[src/shared/ptm_regs.svh]
`ifndef PTM_REGS_SVH
`define PTM_REGS_SVH
// payload block geometry
`define PTM_OCT_MIN    6'h03
`define PTM_OCT_MAX    6'h24
`define PTM_OCT_STRUCT 6'h20
`define PTM_ACC_MAX    3'h5
// octet and single-bit slot counts per number of basic accesses
`define PTM_ISDN_OCT1  6'h02
`define PTM_ISDN_OCT2  6'h04
`define PTM_ISDN_OCT3  6'h06
`define PTM_ISDN_OCT4  6'h09
`define PTM_ISDN_OCT5  6'h0b
`define PTM_ISDN_Z1    3'h2
`define PTM_ISDN_Z2    3'h4
`define PTM_ISDN_Z3    3'h6
`define PTM_ISDN_Z4    3'h0
`define PTM_ISDN_Z5    3'h2
// from this many accesses on, d channels share octet slot 1
`define PTM_SHARED_MIN 3'h4
`endif

[src/shared/ptm_pkg.sv]
package ptm_pkg;
    // mapping modes
    typedef enum logic [1:0] {
        MODE_CLEAR,
        MODE_UNALIGNED,
        MODE_ALIGNED,
        MODE_ISDN
    } map_mode_e;
endpackage

[src/logic/payload_tributary_mapper.sv]
`timescale 1ns/1ns
`include "ptm_regs.svh"

module payload_tributary_mapper #(
    parameter int ACC_N = 5
) (
    // clock and reset
    input  wire logic                      i_clk,
    input  wire logic                      i_rst_n,
    // static configuration
    input  wire ptm_pkg::map_mode_e        i_mode,
    input  wire logic [5:0]                i_clr_octets,
    input  wire logic [2:0]                i_clr_zbits,
    input  wire logic [5:0]                i_frac_octets,
    input  wire logic [2:0]                i_num_access,
    input  wire logic                      i_err_clear,
    // line frame builder slot requests
    input  wire logic                      i_slot_req,
    input  wire logic                      i_block_start,
    // serial tributary
    input  wire logic                      i_trib_bit,
    input  wire logic                      i_trib_frame_start,
    // isdn access channels, sampled at block start
    input  wire logic [ACC_N-1:0][7:0]     i_isdn_b1,
    input  wire logic [ACC_N-1:0][7:0]     i_isdn_b2,
    input  wire logic [ACC_N-1:0][1:0]     i_isdn_d,
    // payload out and status
    output logic                           o_pay_bit,
    output logic                           o_pay_valid,
    output logic [5:0]                     o_cfg_octets,
    output logic [2:0]                     o_cfg_zbits,
    output logic                           o_cfg_err,
    output logic                           o_align_err
);
    import ptm_pkg::*;

    localparam int POS_W = 9;

    // ------------------------------------------------------------
    // state
    // ------------------------------------------------------------
    typedef struct packed {
        map_mode_e                  mode;
        logic [2:0]                 num;
        logic [5:0]                 oct;
        logic [2:0]                 zb;
        logic                       cfg_err;
        logic [POS_W-1:0]           pos;
        logic [ACC_N-1:0][7:0]      b1;
        logic [ACC_N-1:0][7:0]      b2;
        logic [ACC_N-1:0][1:0]      d_pend;
        logic [ACC_N-1:0][1:0]      d_cur;
        logic                       off_known;
        logic [POS_W-1:0]           off;
        logic                       align_err;
        logic                       pay_bit;
        logic                       pay_valid;
    } mapper_s;

    mapper_s st;
    mapper_s next_st;
    logic                  bstart;
    logic [POS_W-1:0]      cur_pos;
    logic [POS_W-1:0]      oct_off;
    logic [2:0]            zb_use;
    logic [2:0]            num_use;
    logic [5:0]            oct_use;
    logic [5:0]            n_new;
    logic [2:0]            z_new;
    logic                  err_new;
    logic [ACC_N-1:0][7:0] b1_src;
    logic [ACC_N-1:0][7:0] b2_src;
    logic [ACC_N-1:0][1:0] d_src;
    logic [2:0]            acc;
    logic                  isdn_bit;
    logic                  set_err;

    if (ACC_N < 1 || ACC_N > int'(`PTM_ACC_MAX)) begin : g_acc_check
        $error("ACC_N must lie in 1..5");
    end

    // ------------------------------------------------------------
    // configuration decode
    // ------------------------------------------------------------
    // slot counts from the mode, and in isdn mode from the number of accesses
    always_comb begin
        n_new   = `PTM_OCT_STRUCT;
        z_new   = '0;
        err_new = 1'b0;
        unique case (i_mode)
            // clear channel uses the configured counts
            MODE_CLEAR: begin
                n_new   = i_clr_octets;
                z_new   = i_clr_zbits;
                err_new = i_clr_octets < `PTM_OCT_MIN ||
                          i_clr_octets > `PTM_OCT_MAX;
            end
            MODE_UNALIGNED: n_new = `PTM_OCT_STRUCT;
            // full or fractional, no single bits
            MODE_ALIGNED: begin
                n_new   = i_frac_octets;
                err_new = i_frac_octets < `PTM_OCT_MIN ||
                          i_frac_octets > `PTM_OCT_STRUCT;
            end
            MODE_ISDN: begin
                unique case (i_num_access)
                    3'h1: begin
                        n_new = `PTM_ISDN_OCT1;
                        z_new = `PTM_ISDN_Z1;
                    end
                    3'h2: begin
                        n_new = `PTM_ISDN_OCT2;
                        z_new = `PTM_ISDN_Z2;
                    end
                    3'h3: begin
                        n_new = `PTM_ISDN_OCT3;
                        z_new = `PTM_ISDN_Z3;
                    end
                    3'h4: begin
                        n_new = `PTM_ISDN_OCT4;
                        z_new = `PTM_ISDN_Z4;
                    end
                    3'h5: begin
                        n_new = `PTM_ISDN_OCT5;
                        z_new = `PTM_ISDN_Z5;
                    end
                    default: begin
                        n_new   = '0;
                        err_new = 1'b1;
                    end
                endcase
                if (i_num_access > 3'(ACC_N))
                    err_new = 1'b1;
            end
        endcase
    end

    // ------------------------------------------------------------
    // isdn slot selection
    // ------------------------------------------------------------
    // b1 and b2 sources switch to fresh samples in the block start cycle
    always_comb begin
        bstart  = i_slot_req & i_block_start;
        cur_pos = bstart ? '0 : st.pos;
        zb_use  = bstart ? z_new : st.zb;
        num_use = bstart ? i_num_access : st.num;
        oct_use = bstart ? n_new : st.oct;
        oct_off = cur_pos - POS_W'(zb_use);
        b1_src  = bstart ? i_isdn_b1 : st.b1;
        b2_src  = bstart ? i_isdn_b2 : st.b2;
        // d bits used now were sampled one block earlier
        d_src   = bstart ? st.d_pend : st.d_cur;
        acc      = '0;
        isdn_bit = 1'b0;
        // single bits first, then octet slots
        if (cur_pos < POS_W'(zb_use)) begin
            // each pair of single bits belongs to one access, in access order
            acc = 3'(cur_pos[2:1]);
            if (acc < num_use && acc < 3'(ACC_N))
                isdn_bit = d_src[acc][~cur_pos[0]];
        end else if (oct_off < POS_W'({oct_use, 3'h0})) begin
            if (num_use < `PTM_SHARED_MIN) begin
                // access k in octets 2k-1 and 2k
                acc = 3'(oct_off[8:4]);
                if (acc < 3'(ACC_N))
                    isdn_bit = oct_off[3] ? b2_src[acc][~oct_off[2:0]]
                                          : b1_src[acc][~oct_off[2:0]];
            end else if (oct_off[8:3] == 6'h00) begin
                // octet 1 holds four d channels
                // bits 2k-1 and 2k belong to access k, or to access k+1 with five accesses
                acc = 3'(oct_off[2:1]) +
                      ((num_use == `PTM_SHARED_MIN) ? 3'h0 : 3'h1);
                if (acc < 3'(ACC_N))
                    isdn_bit = d_src[acc][~oct_off[0]];
            end else begin
                // access k in octets 2k and 2k+1
                acc = 3'((oct_off[8:3] - 6'h01) >> 1);
                if (acc < 3'(ACC_N))
                    isdn_bit = oct_off[3] ? b1_src[acc][~oct_off[2:0]]
                                          : b2_src[acc][~oct_off[2:0]];
            end
        end
    end

    // ------------------------------------------------------------
    // next state
    // ------------------------------------------------------------
    always_comb begin
        next_st = st;
        set_err = 1'b0;
        next_st.pay_valid = i_slot_req;
        // configuration latched only at block start
        if (bstart) begin
            next_st.mode    = i_mode;
            next_st.num     = i_num_access;
            next_st.oct     = n_new;
            next_st.zb      = z_new;
            next_st.cfg_err = err_new;
            next_st.b1      = i_isdn_b1;
            next_st.b2      = i_isdn_b2;
            next_st.d_pend  = i_isdn_d;
            next_st.d_cur   = st.d_pend;
            if (i_mode != st.mode)
                next_st.off_known = 1'b0;
        end
        if (i_slot_req) begin
            next_st.pos = cur_pos + POS_W'(1);
            // stream modes pass bits in arrival order
            // isdn payload carries only b and d bits
            next_st.pay_bit = (st.mode == MODE_ISDN && !bstart) ||
                              (bstart && i_mode == MODE_ISDN)
                              ? isdn_bit : i_trib_bit;
            // aligned frame must start at block bit 0
            if ((bstart ? i_mode : st.mode) == MODE_ALIGNED &&
                i_trib_frame_start != (cur_pos == '0))
                set_err = 1'b1;
            // unaligned frame start offset must not move
            if ((bstart ? i_mode : st.mode) == MODE_UNALIGNED &&
                i_trib_frame_start) begin
                if (!next_st.off_known) begin
                    next_st.off_known = 1'b1;
                    next_st.off       = cur_pos;
                end else if (st.off != cur_pos) begin
                    set_err = 1'b1;
                end
            end
        end
        // set wins over clear
        if (set_err)
            next_st.align_err = 1'b1;
        else if (i_err_clear)
            next_st.align_err = 1'b0;
    end

    // state register, one clock for all channels
    always_ff @(posedge i_clk) begin
        if (!i_rst_n)
            st <= '0;
        else
            st <= next_st;
    end

    // outputs straight from state
    assign o_pay_bit    = st.pay_bit;
    assign o_pay_valid  = st.pay_valid;
    assign o_cfg_octets = st.oct;
    assign o_cfg_zbits  = st.zb;
    assign o_cfg_err    = st.cfg_err;
    assign o_align_err  = st.align_err;
endmodule // payload_tributary_mapper

[config.mk]
export PLATFORM = sky130hd
export DESIGN_NAME = payload_tributary_mapper
export DESIGN_NICKNAME = d
export VERILOG_FILES = /design/src/shared/ptm_pkg.sv /design/src/logic/payload_tributary_mapper.sv
export VERILOG_INCLUDE_DIRS = /design/src /design/src/shared
export SDC_FILE = /design/constraint.sdc
export NUM_CORES = 1
export LEC_CHECK = 0
export CAP_MARGIN = 20
export CORE_MARGIN = 2
export CORE_UTILIZATION = 25
export DETAILED_ROUTE_END_ITERATION = 10
export DONT_BUFFER_PORTS = 1
export GPL_TIMING_DRIVEN = 0
export SYNTH_ARGS = -nofsm -noshare
export SYNTH_HDL_FRONTEND = slang
export SYNTH_SLANG_ARGS = --single-unit
[constraint.sdc]
create_clock -name i_clk -period 7 [get_ports i_clk]
set_input_delay 0.7 -clock i_clk [delete_from_list [all_inputs] [get_ports i_clk]]
set_output_delay 0.7 -clock i_clk [all_outputs]
set_load 0.05 [all_outputs]
==> results.ini <==
[yosys]
synth_area_mm2=0.00883
synth_area_leaders=dfxtp_1 (31%), mux2i_1 (11%), mux4_2 (5.4%)
synthCells=1047
synth_edf_count=0
synth-async-reset-ratio_pct=0
synth_top_area_share_pct=31.0
ys_warn_count=0
synth_top_cell_by_area=dfxtp_1
yosysSeqAreaShare_pct=31.0
synth_cell_types=82
avgSynthCellArea_um2=8.44
synthFlopType=dfxtp_1
synth.ff_latch_count=137
mappedNetlistNets=1187

[cells_and_area]
finish.instance_area_mm2=0.0101
final_cells=1532
final_nets=1204
final_util_pct=29.0
multi_input_area_mm2=0.00557
nFillCells=3757
num_antenna_cells=0
drive_above_1_share_pct=12.1
syn_to_final_growth_pct=14.0
ff_latch_area_mm2=0.00274

[power]
intPower_mw=1.59
switching_power_uw=772
switching_share_pct=32.6
finalPower_mw=2.37
p_leak_nw=3.73
peakVddDrop_mv=0.131
power_density_mw_per_mm2=235
seqPwrFrac_pct=35.1
pwr-share-clk_pct=41.0
pwr-share-comb_pct=23.8

[floorplan]
die_area_mm2=0.0369
num_rows=68
die_h_um=192
core-area_mm2=0.0347
initial_utilization_pct=25.5
ios=130
die_w_um=192

[grt]
grt_pass1_wl_mm=51.1
antenna_found_initial=1
grt-ovfl-total=0
grt_max_degree=20
track_usage_pct=18.8
grt_pass1_vias=8127

[status]
outcome=finished, final reports clean

[detailed_routing]
drtAntennaViolNets=0
drt-initial-drc-count=710
dr.pass1.iters=5
wl_per_cell_um=22.4
finalWirelength_mm=34.4
via_count=8303
drc=0
viasPerCell=5.42

[clock_network]
worstSkewPairLatency_ns=0.45
cts_sinks=137
cts_tree=built
cts_root_buf=clkbuf_16
cts_made_buffers=17
cts_buffer_depth=2
post_cts_buffers=0
ctsHtreeMaxLevel=4
clkSlewWorstSetupHoldPaths_ns=0.07

[timing]
finalCriticalPeriod_ns=6.70
setup_slack_ns=0.302
finalHoldViolCount=0
worst_pin_slew_ns=0.972
finalSetupViolations=0
finalMaxSlewViolations=0
fmax_mhz=149
finalClockSkew_ns=0.00960
slew_headroom_pct=35.2
fin_crit_sh_pct=95.7
rsz0062_at_grt=no

[placement]
gp_congestion=0.977
place_area_mm2=0.00940
dpl.hpwl_mm=26.4
dp_slack_ns=-1.47
placed_cells=1502
portBuffers=0

[setup_path]
crit_path_frequent_cell=buf_2
arrival_ns=7.03
critPathRequiredTime_ns=7.33
crit_path_top_delay_cell=ha_1
crit_type=in -> reg
reg2reg_depth=20
critPathLaunchType=input port
r2r-end=o_pay_bit
crit_end=o_pay_bit
r2r_start=st[115]
cp_slowest_stage_delay_ns=0.37
cp_max_fo=19
crit_path_end_kind=register
crit_path_start=i_block_start
r2r_slack_ns=1.50

[worst_hold_path]
hold_path.class=in -> reg

[run]
cap_viol_max_count=0

## metrics by stage
step | hold WS [ns] | setup TNS, ns
finish | 0.385 | 0
floorplan | 0.433 | 0
global placement | 0.443 | -1.49
global route | 0.386 | 0
CTS | 0.374 | 0
detailed placement | 0.446 | -1.47
## power groups by stage
stage	registers (mW)	logic, mW	clock network, mW
2_1_floorplan	0.843	0.386	0
3_3_place_gp	0.847	0.539	0
3_5_place_dp	0.848	0.540	0
4_1_cts	0.831	0.544	0.981
5_1_grt	0.834	0.600	1.02
6_report	0.831	0.564	0.970
## final cells by class
type | count | area share, %
sequential | 137 | 27.2
buffer | 85 | 4.72
multi-input combinational | 800 | 55.3
clock buffer | 18 | 4.36
inverter | 23 | 0.857
tap | 455 | 5.65
clock inverter | 14 | 1.83
## Yosys cell counts (7+ instances only)
master    instances
nor3b_1           7
o21ai_0          39
mux2i_1          99
xor2_1            8
clkbuf_1         34
dfxtp_1         137
inv_1            18
a21oi_1          57
ha_1             22
and3_1           10
o211ai_1          7
xnor2_1          15
a211oi_1         16
a21boi_0         13
nor2b_1          20
buf_4            18
mux4_2           21
a31oi_1          16
or3_1             7
nand2_1         126
nand3_1          28
and2_1           22
buf_2            23
nor4_1            7
nor2_1          120
nor3_1           21
## per-layer routing
layer	vias to the layer above	global-route usage, %	routed length [µm]
met2	392	29.0	15300
met1	3998	23.0	13900
li1	3816	-	-
met5	-	0	0
met4	0	9.72	1660
met3	97	6.63	3530
## cell usage in the layout (no fill, tap or decap), types with 7 or more instances in the layout
cell type / instances
o211ai_1: 7
a21oi_1: 57
dfxtp_1: 137
ha_1: 22
clkbuf_1: 31
clkbuf_16: 17
nor3_1: 21
nand2_1: 126
inv_1: 18
buf_4: 19
o21ai_0: 39
mux2i_1: 99
nor2_1: 120
or3_1: 7
xnor2_1: 13
and3_1: 10
a21boi_0: 13
buf_2: 20
nand3_1: 28
nor2b_1: 20
and2_1: 22
a31oi_1: 16
buf_6: 7
nor3b_1: 7
mux4_2: 21
a211oi_1: 16
xor2_1: 8
## kinds of logic (layout without fill, tap and decap cells)
group,Yosys count,count (layout),synth area share [%]
and+or+nand+nor,399,399,21.6
AOI/OAI and AO/OA,225,225,17.4
DFF,137,137,31.0
muxes,127,127,17.5
buffers and inverters,110,140,6.27
xor gates and xnor gates,26,26,2.96
adders and majority gates,23,23,3.34
## how the worst min path moves through the flow
stage / from / endpoint / slack [ns] / depth (start not counted)
after floorplan: st[22] / st[22] / 0.43 / 2
after global placement: st[22] / st[22] / 0.44 / 2
after detailed placement: st[22] / st[22] / 0.45 / 2
after CTS: i_isdn_d[3] / st[26] / 0.37 / 2
after global routing: i_isdn_d[7] / st[30] / 0.39 / 2
final: i_isdn_d[7] / st[30] / 0.38 / 2
## critical path, delay by kind of cell
kind | cells | cell delay (ns)
compound gates | 4 | 1.33
fa+ha+maj | 2 | 0.55
buf+inv | 11 | 2.76
xor+xnor | 2 | 0.43
simple gates | 7 | 1.20
## flip-flops by register name, summed over array words and instances (netlist names)
| name | cells |
|---|---|
| o_cfg_zbits | 3 |
| o_pay_valid | 1 |
| o_cfg_err | 1 |
| st | 124 |
| o_align_err | 1 |
| o_pay_bit | 1 |
| o_cfg_octets | 6 |
## timing repair
action,CTS,global route
gates resized for setup,5,10
endpoints found under the setup margin,1,1
hold buffers,0,0
Note: power is estimated with default switching activity, not from simulation.
